File: config.mk
export PLATFORM = sky130hd
export DESIGN_NAME = jfb_bridge
export DESIGN_NICKNAME = d
export VERILOG_FILES = /design/src/design/jfb_pkg.sv /design/src/design/jfb_bridge.sv /design/src/design/jfb_fifo.sv
export SDC_FILE = /design/constraint.sdc
export NUM_CORES = 1
export LEC_CHECK = 0
export ABC_AREA = 1
export BUFFER_PORTS_ARGS = -buffer_cell sky130_fd_sc_hd__buf_2
export CORE_MARGIN = 8
export CORE_UTILIZATION = 40
export DETAILED_ROUTE_END_ITERATION = 8
export PLACE_DENSITY_LB_ADDON = 0.25
export SYNTH_ARGS = -nofsm -noshare
export SYNTH_HDL_FRONTEND = slang
export SYNTH_SLANG_ARGS = --single-unit
File: constraint.sdc
create_clock -name clock -period 7.1 [get_ports clock]
set_input_delay 0 -clock clock [delete_from_list [all_inputs] [get_ports clock]]
set_output_delay 0 -clock clock [all_outputs]
set_load 0.01 [all_outputs]
File: src/design/jfb_pkg.sv
/*
 jfb_pkg: constants for the jtag flash bridge.
 assumes a 20 MHz system clock; jtag pins arrive asynchronous.
*/
// Functional notes
// - bridge owns clock, data in, command out and select of the flash.
// - jtag shifted data is forwarded to the flash pins.
// - user mode is reached even with config_finished held low.
// - no self reconfiguration; host issues restart pulse instruction.
// - restart pulse resets and discards the bridge logic; here it only clears user mode and io reload and reloads the guard.
// - io reload instruction reloads the io setting shift chain.
// - io reload accepted any time in user mode.
// - select pin acts as select_out_n, data 1 as flash_command_out.
// - chain enable output may be left unused.
// - during io reload all user io are high impedance.
package jfb_pkg;
   localparam int CLK_HZ        = 20000000;
   localparam int GUARD_MS      = 230;
   localparam int GUARD_CYCLES  = (CLK_HZ / 1000) * GUARD_MS;
   localparam int IR_WIDTH      = 4;
   localparam logic [3:0] IR_BRIDGE   = 4'h1;
   localparam logic [3:0] IR_IORELOAD = 4'h2;
   localparam logic [3:0] IR_RESTART  = 4'h3;
   localparam logic [3:0] IR_BYPASS   = 4'hF;
   localparam int DATA_WIDTH    = 8;
   localparam int FIFO_DEPTH    = 16;
   localparam int SCLK_DIV      = 2;
endpackage

File: src/design/jfb_bridge.sv
/*
 jfb_bridge: jtag to serial flash bridge with io reload and restart.
 assumes tck, tms, tdi, config pins are asynchronous to clock;
 tck must be slower than clock/4 (bench uses 400 ns).
*/
`timescale 1ns/1ns
module jfb_bridge #(
   parameter int GUARD_CYCLES = jfb_pkg::GUARD_CYCLES
) (
   input  wire logic clock,
   input  wire logic rst,
   input  wire logic tck,
   input  wire logic tms,
   input  wire logic tdi,
   output logic      tdo,
   output logic      tdo_oe,
   input  wire logic config_finished_in,
   input  wire logic restart_n,
   input  wire logic chain_enable_n,
   output logic      serial_clock_out,
   output logic      select_out_n,
   output logic      flash_command_out,
   input  wire logic flash_command_in,
   output logic      user_mode,
   output logic      user_io_oe,
   output logic      io_chain_reload,
   output logic      reconfig_req,
   output logic      bridge_busy
);
   typedef enum logic [3:0] {
      T_RESET = 4'h0, T_IDLE = 4'h1, T_SEL_DR = 4'h2, T_CAP_DR = 4'h3,
      T_SH_DR = 4'h4, T_EX1_DR = 4'h5, T_PA_DR = 4'h6, T_EX2_DR = 4'h7,
      T_UP_DR = 4'h8, T_SEL_IR = 4'h9, T_CAP_IR = 4'hA, T_SH_IR = 4'hB,
      T_EX1_IR = 4'hC, T_PA_IR = 4'hD, T_EX2_IR = 4'hE, T_UP_IR = 4'hF
   } jfb_tap_type;

   function automatic jfb_tap_type tap_step(input jfb_tap_type s, input logic m);
      unique case (s)
         T_RESET:  tap_step = m ? T_RESET : T_IDLE;
         T_IDLE:   tap_step = m ? T_SEL_DR : T_IDLE;
         T_SEL_DR: tap_step = m ? T_SEL_IR : T_CAP_DR;
         T_CAP_DR: tap_step = m ? T_EX1_DR : T_SH_DR;
         T_SH_DR:  tap_step = m ? T_EX1_DR : T_SH_DR;
         T_EX1_DR: tap_step = m ? T_UP_DR : T_PA_DR;
         T_PA_DR:  tap_step = m ? T_EX2_DR : T_PA_DR;
         T_EX2_DR: tap_step = m ? T_UP_DR : T_SH_DR;
         T_UP_DR:  tap_step = m ? T_SEL_DR : T_IDLE;
         T_SEL_IR: tap_step = m ? T_RESET : T_CAP_IR;
         T_CAP_IR: tap_step = m ? T_EX1_IR : T_SH_IR;
         T_SH_IR:  tap_step = m ? T_EX1_IR : T_SH_IR;
         T_EX1_IR: tap_step = m ? T_UP_IR : T_PA_IR;
         T_PA_IR:  tap_step = m ? T_EX2_IR : T_PA_IR;
         T_EX2_IR: tap_step = m ? T_UP_IR : T_SH_IR;
         T_UP_IR:  tap_step = m ? T_SEL_DR : T_IDLE;
      endcase
   endfunction

   // no chain enable output here: that pin stays free for user io
   // two-stage synchronisers; first stage read only by second
   logic [5:0] sync1, sync2;
   logic       tck_d;
   always_ff @(posedge clock) begin
      if (rst) begin
         // tck idles low; a matching reset value avoids a false edge
         sync1 <= 6'h0F;
         sync2 <= 6'h0F;
         tck_d <= 1'b0;
      end else begin
         sync1 <= {flash_command_in, tck, tms, tdi, restart_n, config_finished_in};
         sync2 <= sync1;
         tck_d <= sync2[4];
      end
   end
   logic s_tms, s_tdi, s_restart_n, tck_rise, tck_fall, s_flash_in;
   // returned flash bits lag one flash clock through the synchroniser
   assign s_flash_in  = sync2[5];
   assign s_tms       = sync2[3];
   assign s_tdi       = sync2[2];
   assign s_restart_n = sync2[1];
   assign tck_rise    = sync2[4] && !tck_d;
   assign tck_fall    = !sync2[4] && tck_d;

   localparam int DW = jfb_pkg::DATA_WIDTH;
   localparam int IW = jfb_pkg::IR_WIDTH;
   localparam int GW = $clog2(GUARD_CYCLES + 1);

   jfb_tap_type      tap, next_tap;
   logic [IW-1:0]    ir_sh, next_ir_sh, ir, next_ir;
   logic [DW-1:0]    dr_sh, next_dr_sh;
   logic [$clog2(DW)-1:0] bit_cnt, next_bit_cnt;
   logic             tdo_q, next_tdo_q, tdo_oe_q, next_tdo_oe_q;
   logic             io_reload, next_io_reload;
   logic             restart, next_restart;
   logic             in_valid, next_in_valid;
   logic [DW-1:0]    in_data, next_in_data;
   logic             in_ready;
   logic [GW-1:0]    guard, next_guard;
   logic             usr, next_usr;

   always_comb begin
      next_tap      = tap;
      next_ir_sh    = ir_sh;
      next_ir       = ir;
      next_dr_sh    = dr_sh;
      next_bit_cnt  = bit_cnt;
      next_tdo_q    = tdo_q;
      next_tdo_oe_q = tdo_oe_q;
      next_io_reload = io_reload;
      next_restart  = 1'b0;
      next_in_valid = in_valid && !in_ready;
      next_in_data  = in_data;
      next_guard    = (guard != '0) ? GW'(guard - 1'b1) : guard;
      next_usr      = usr;
      // restart pin low: hold guard, leave io reload
      if (!s_restart_n) begin
         next_guard     = GW'(GUARD_CYCLES);
         next_io_reload = 1'b0;
      end
      if (tck_rise) begin
         next_tap = tap_step(tap, s_tms);
         if (tap == T_SH_IR) begin
            next_ir_sh = {s_tdi, ir_sh[IW-1:1]};
         end
         if (tap == T_SH_DR && ir == jfb_pkg::IR_BRIDGE) begin
            // lsb first bytes go to the flash path
            next_dr_sh   = {s_tdi, dr_sh[DW-1:1]};
            next_bit_cnt = ($clog2(DW))'(bit_cnt + 1'b1);
            if (bit_cnt == ($clog2(DW))'(DW - 1)) begin
               next_in_valid = 1'b1;
               next_in_data  = {s_tdi, dr_sh[DW-1:1]};
            end
         end
         if (tap == T_CAP_DR) begin
            next_bit_cnt = '0;
            next_dr_sh   = {DW{1'b0}};
            next_dr_sh[0] = in_ready;
         end
         if (tap == T_CAP_IR) begin
            next_ir_sh = {{(IW-1){1'b0}}, 1'b1};
         end
         if (tap == T_UP_IR) begin
            next_ir = ir_sh;
            // io reload only in user mode and after guard
            if (ir_sh == jfb_pkg::IR_IORELOAD && usr && guard == '0) begin
               next_io_reload = 1'b1;
            end
            if (ir_sh == jfb_pkg::IR_RESTART) begin
               next_restart   = 1'b1;
               next_io_reload = 1'b0;
               next_guard     = GW'(GUARD_CYCLES);
            end
         end
         if (tap_step(tap, s_tms) == T_RESET) begin
            next_ir = jfb_pkg::IR_BYPASS;
         end
      end
      if (tck_fall) begin
         next_tdo_oe_q = (tap == T_SH_DR) || (tap == T_SH_IR);
         next_tdo_q    = (tap == T_SH_IR) ? ir_sh[0] : dr_sh[0];
      end
      // user mode ignores config_finished held low by slaves
      if (guard == '0 && s_restart_n) begin
         next_usr = 1'b1;
      end
      if (restart || !s_restart_n) begin
         next_usr = 1'b0;
      end
   end

   always_ff @(posedge clock) begin
      if (rst) begin
         tap       <= T_RESET;
         ir_sh     <= '0;
         ir        <= jfb_pkg::IR_BYPASS;
         dr_sh     <= '0;
         bit_cnt   <= '0;
         tdo_q     <= 1'b0;
         tdo_oe_q  <= 1'b0;
         io_reload <= 1'b0;
         restart   <= 1'b0;
         in_valid  <= 1'b0;
         in_data   <= '0;
         guard     <= GW'(GUARD_CYCLES);
         usr       <= 1'b0;
      end else begin
         tap       <= next_tap;
         ir_sh     <= next_ir_sh;
         ir        <= next_ir;
         dr_sh     <= next_dr_sh;
         bit_cnt   <= next_bit_cnt;
         tdo_q     <= next_tdo_q;
         tdo_oe_q  <= next_tdo_oe_q;
         io_reload <= next_io_reload;
         restart   <= next_restart;
         in_valid  <= next_in_valid;
         in_data   <= next_in_data;
         guard     <= next_guard;
         usr       <= next_usr;
      end
   end

   logic [DW-1:0] f_data;
   logic          f_valid, f_ready;
   jfb_fifo #(.WIDTH(DW), .DEPTH(jfb_pkg::FIFO_DEPTH)) u_fifo (
      .clock     (clock),
      .rst       (rst),
      .in_data   (in_data),
      .in_valid  (in_valid),
      .in_ready  (in_ready),
      .out_data  (f_data),
      .out_valid (f_valid),
      .out_ready (f_ready)
   );

   // flash shifter: msb first, select low while bytes flow
   logic [DW-1:0] fsh, next_fsh;
   logic [3:0]    fcnt, next_fcnt;
   logic          sclk, next_sclk, sel_n, next_sel_n, fout, next_fout, active;
   assign active  = (ir == jfb_pkg::IR_BRIDGE) && !restart;
   assign f_ready = (fcnt == '0) && !sclk && active;

   always_comb begin
      next_fsh   = fsh;
      next_fcnt  = fcnt;
      next_sclk  = 1'b0;
      // a cut byte finishes before select rises
      next_sel_n = (active || fcnt != '0) ? sel_n : 1'b1;
      next_fout  = fout;
      if (f_ready && f_valid) begin
         next_fsh   = f_data;
         next_fcnt  = 4'(DW);
         next_sel_n = 1'b0;
         next_fout  = f_data[DW-1];
      end else if (fcnt != '0) begin
         // data moves only with the falling flash edge, set up for the rise
         if (!sclk) begin
            next_sclk = 1'b1;
         end else begin
            next_fsh  = {fsh[DW-2:0], s_flash_in};
            next_fcnt = 4'(fcnt - 1'b1);
            next_fout = fsh[DW-2];
         end
      end
   end

   always_ff @(posedge clock) begin
      if (rst) begin
         fsh   <= '0;
         fcnt  <= '0;
         sclk  <= 1'b0;
         sel_n <= 1'b1;
         fout  <= 1'b0;
      end else begin
         fsh   <= next_fsh;
         fcnt  <= next_fcnt;
         sclk  <= next_sclk;
         sel_n <= next_sel_n;
         fout  <= next_fout;
      end
   end

   logic busy_q, oe_q;
   always_ff @(posedge clock) begin
      if (rst) begin
         busy_q <= 1'b0;
         oe_q   <= 1'b0;
      end else begin
         busy_q <= f_valid || (fcnt != '0);
         oe_q   <= usr && !next_io_reload;
      end
   end

   assign tdo               = tdo_q;
   assign tdo_oe            = tdo_oe_q;
   assign serial_clock_out  = sclk;
   assign select_out_n      = sel_n;
   assign flash_command_out = fout;
   assign user_mode         = usr;
   assign user_io_oe        = oe_q;
   assign io_chain_reload   = io_reload;
   assign reconfig_req      = restart;
   assign bridge_busy       = busy_q;

   a_restart_clears: assert property (@(posedge clock) disable iff (rst)
      restart |=> !usr) else $error("user mode kept after restart");
   a_reload_tristate: assert property (@(posedge clock) disable iff (rst)
      io_reload |-> !user_io_oe) else $error("io driven in reload");
   a_reload_user: assert property (@(posedge clock) disable iff (rst)
      $rose(io_reload) |-> $past(usr)) else $error("reload outside user");
   a_sel_byte: assert property (@(posedge clock) disable iff (rst)
      (fcnt != '0) |-> !select_out_n) else $error("select high mid byte");
   a_sclk_pulse: assert property (@(posedge clock) disable iff (rst)
      sclk |=> !sclk) else $error("clock high two cycles");
   a_restart_pulse: assert property (@(posedge clock) disable iff (rst)
      restart |=> !restart) else $error("restart not a pulse");
   a_guard_load: assert property (@(posedge clock) disable iff (rst)
      restart |-> guard == GW'(GUARD_CYCLES - 1) || guard == GW'(GUARD_CYCLES))
      else $error("guard not loaded");
   a_user_ignores_done: assert property (@(posedge clock) disable iff (rst)
      (guard == '0 && s_restart_n && !restart) |=> usr)
      else $error("user mode blocked");
   a_reload_guard: assert property (@(posedge clock) disable iff (rst)
      $rose(io_reload) |-> $past(guard) == '0) else $error("reload inside guard");
   a_data_setup: assert property (@(posedge clock) disable iff (rst)
      sclk |-> $stable(flash_command_out)) else $error("data moved at rise");
   a_sclk_framed: assert property (@(posedge clock) disable iff (rst)
      serial_clock_out |-> !select_out_n) else $error("clock while deselected");
endmodule

File: src/design/jfb_fifo.sv
/*
 jfb_fifo: valid/ready fifo, width and depth parameters.
 assumes a single clock and synchronous active high reset.
*/
`timescale 1ns/1ns
module jfb_fifo #(
   parameter int WIDTH = 8,
   parameter int DEPTH = 16
) (
   input  wire logic             clock,
   input  wire logic             rst,
   input  wire logic [WIDTH-1:0] in_data,
   input  wire logic             in_valid,
   output logic                  in_ready,
   output logic [WIDTH-1:0]      out_data,
   output logic                  out_valid,
   input  wire logic             out_ready
);
   localparam int AW = $clog2(DEPTH);
   logic [WIDTH-1:0] mem [DEPTH];
   logic [AW-1:0]    wr_ptr, rd_ptr, next_wr_ptr, next_rd_ptr;
   logic [AW:0]      count, next_count;
   logic             do_wr, do_rd;

   always_comb begin
      do_wr       = in_valid && in_ready;
      do_rd       = out_valid && out_ready;
      next_wr_ptr = do_wr ? AW'(wr_ptr + 1'b1) : wr_ptr;
      next_rd_ptr = do_rd ? AW'(rd_ptr + 1'b1) : rd_ptr;
      next_count  = count;
      if (do_wr && !do_rd) begin
         next_count = (AW+1)'(count + 1'b1);
      end else if (do_rd && !do_wr) begin
         next_count = (AW+1)'(count - 1'b1);
      end
   end

   always_ff @(posedge clock) begin
      if (rst) begin
         wr_ptr <= '0;
         rd_ptr <= '0;
         count  <= '0;
      end else begin
         wr_ptr <= next_wr_ptr;
         rd_ptr <= next_rd_ptr;
         count  <= next_count;
      end
   end

   always_ff @(posedge clock) begin
      if (do_wr) begin
         mem[wr_ptr] <= in_data;
      end
   end

   assign in_ready  = (count != (AW+1)'(DEPTH));
   assign out_valid = (count != '0);
   assign out_data  = mem[rd_ptr];
endmodule

==> metrics.cfg <==
[run_status]
outcome = complete, no violations

[timing]
setup_viol = 0
final.setup.tns_ns = 0
period_share_pct = 39.21
rsz0062_at_grt = false
fin_worst_skew_ns = 0.007602
slew_headroom_pct = 28.20
fmax_mhz = 359.2
tightest_slew_ns = 1.075
timing.final.crit_period_ns = 2.784
finalHoldViolations = 0
drv_slew = 0

[job]
cap_violations = 0

[clocking]
worstSkewPairLatency_ns = 0.52
cts_tree = yes
cts_resized = 0
clk_pin_slew_ns = 0.06
cts.sinks = 232
htree_levels = 1
cts_buffers = 26
cts_buffer_depth = 3
clockRootBuffer = clkbuf_16

[grt]
grt_pass1_vias = 6525
antenna_found_initial = 0
grt_usage_pct = 13.21
grt_pass1_wl_um = 33030
grt_start_max_net_pins = 66
overflow = 0

[synthesis]
synth-edff-count = 128
synth_top_flop_cell = edfxtp_1
syn_area_um2 = 9906
async_flop_share_pct = 0
seq_area_frac_synth_pct = 59.82
synth_warnings = 0
synthesis.area_per_instance_um2 = 9.407
postSynthRegisterBits = 232
ys_types = 44
syn-num-nets = 1078
syn_inst = 1053

[routing]
post_drt_wl_per_cell_um = 14.39
drt-initial-drc-count = 419
first_pass_iters = 5
avgViaCountPerCell = 4.884
drc = 0
finalWirelength_um = 20330
ant_nets = 0
vias = 6901

[worst_hold_path]
worstHoldStart = tdi
hp-class = in2reg

[setup_path]
timing_worst_setup_path_type = reg2reg
rr_startpoint = u_fifo.count[0]
crit_start = u_fifo.count[0]
cp.required_ns = 7.56
critical_path.startpoint_type = register
end_kind = register
crit_arrival_ns = 3.24
crit_fanout = 15

[finish]
antenna_cells = 0
layout-drive-gt1-share_pct = 10.10
nFillCells = 2312
seq_area_um2 = 5928
multi_input_area_um2 = 3415
fin_area_um2 = 11220
syn_to_final_growth_pct = 13.25
fin_nets = 1094

[floorplan]
die-height_um = 173.4
fp.dieArea_um2 = 30060
num_io_pins = 19
die_w_um = 173.4
start_util_pct = 40.73
rows = 57
design.core.area_um2 = 24320

[power_and_ir_drop]
vdd_drop_max_uv = 159.1
power.density_nw_per_um2 = 256.1
power_leakage_nw = 4.300

[placement]
postPlaceCellArea_um2 = 10260
io_buffers = 16
dp_hpwl_um = 12740
gp_congestion = 0.8129

## through the flow
step                instances  utilization [%]  hold slack [ns]  setup slack, ns  total power, W
detailed placement       1359            42.20           0.1866            4.301        0.001527
global route             1413            46.13           0.1902            4.067        0.002973
CTS                      1413            46.13           0.1746            4.282        0.002906
finish                   1413            46.13           0.2087            4.316        0.002873
floorplan                1053                -           0.1038            4.634        0.001509
global placement         1359            42.20           0.1845            4.298        0.001525
## worst max-delay path, cell delays in order (launching register included)
cell and delay, ns:
dfxtp_1 0.32, inv_1 0.11, nand4_1 0.17, o21ai_2 0.58
ha_1 0.34, inv_1 0.11, ha_1 0.34, nand2_1 0.09
nor2_1 0.04, a211oi_1 0.24, nor2_1 0.09, o21ai_0 0.16
nand2_1 0.06, nor2_1 0.07
## metal layers
layer  global-route usage (%)  vias up  wire length, um
met5                        0        -                0
li1                         -     3583                -
met4                    3.953        0              405
met2                    21.98      121             9485
met1                    17.38     3173             9717
met3                    2.156       24              719
## power by group
group / total, W / internal, W / switching [W]
logic: 0.0000768 / 0.0000267 / 0.0000501
clock network: 0.00137 / 0.000854 / 0.000518
registers: 0.00142 / 0.00141 / 0.00000999
total: 0.00287 / 0.00229 / 0.000578
## sequential cells by signal, summed over array words and instances, names as in the netlist, 3 cells and up, named ones only
register	flops
bit_cnt	3
dr_sh	8
fcnt	4
fsh	7
guard	23
in_data	8
ir	4
ir_sh	4
sync1	5
sync2	5
tap	4
u_fifo.count	5
u_fifo.mem	128
u_fifo.rd_ptr	4
u_fifo.wr_ptr	4
## placed cells by master (no fill, tap or decap), types with 4 or more instances in the layout
cell type	Yosys	routed
buf_2	9	16
nand2_1	136	136
clkbuf_16	0	28
nor2_1	209	209
or2_2	8	8
edfxtp_1	128	128
o21ai_0	100	100
xnor2_1	7	7
o21ai_1	13	13
clkinv_1	1	5
a211oi_2	8	8
inv_1	92	92
inv_2	11	11
xor2_1	5	5
dlygate4sd3_1	0	6
ha_1	15	15
o211ai_1	36	36
dfxtp_1	104	102
buf_4	3	5
clkinv_2	0	5
a21oi_1	52	52
clkbuf_1	26	4
nor2_2	5	5
nand4_1	4	4
nor3_1	10	10
nand3_1	39	39
## logic make-up (layout without fill, tap and decap cells)
family          after synthesis  count (layout)  synth area share (%)
compound gates              223             223                 13.26
xor+xnor                     12              12                 1.061
flops                       232             232                 59.82
mux                           2               2                0.2021
buf+inv                     144             180                 5.709
fa+ha+maj                    16              16                 2.097
simple gates                424             424                 17.85
## layout make-up
cell class                      count  area share (%)
Clock buffer                       35           6.748
Clock inverter                     13           1.238
Inverter                          105           3.536
Multi-Input combinational cell    677           30.44
Sequential cell                   232           52.84
Tap cell                          324           3.614
Timing Repair Buffer               27           1.584
## worst paths after layout
path                                         to  slack (ns)  cells after the start
worst max-delay path            u_fifo.count[4]        4.32                     13
worst min-delay path                   sync1[2]        0.21                      3
worst max register to register  u_fifo.count[4]        4.32                     13
worst min register to register         sync2[2]        0.41                      1
## timing repair
item,4_1_cts,5_1_grt
endpoints found under the hold margin,19,0
hold buffers,6,0
setup buffers,0,0
## Yosys cell counts (5+ instances only)
library cell  instances  area, um2
or2_2                 8      50.05
nor2_2                5      31.28
a211oi_2              8      100.1
nor3_1               10      50.05
ha_1                 15      187.7
xnor2_1               7      61.31
o21ai_0             100      500.5
inv_2                11      41.29
o21ai_1              13      65.06
edfxtp_1            128       3844
o211ai_1             36      270.3
clkbuf_1             26      97.59
inv_1                92      345.3
a21oi_1              52      260.3
buf_2                 9      45.04
nand2_1             136      510.5
xor2_1                5      43.79
dfxtp_1             104       2082
nand3_1              39      195.2
nor2_1              209      784.5
No activity file was read; power rests on OpenSTA's default activity.
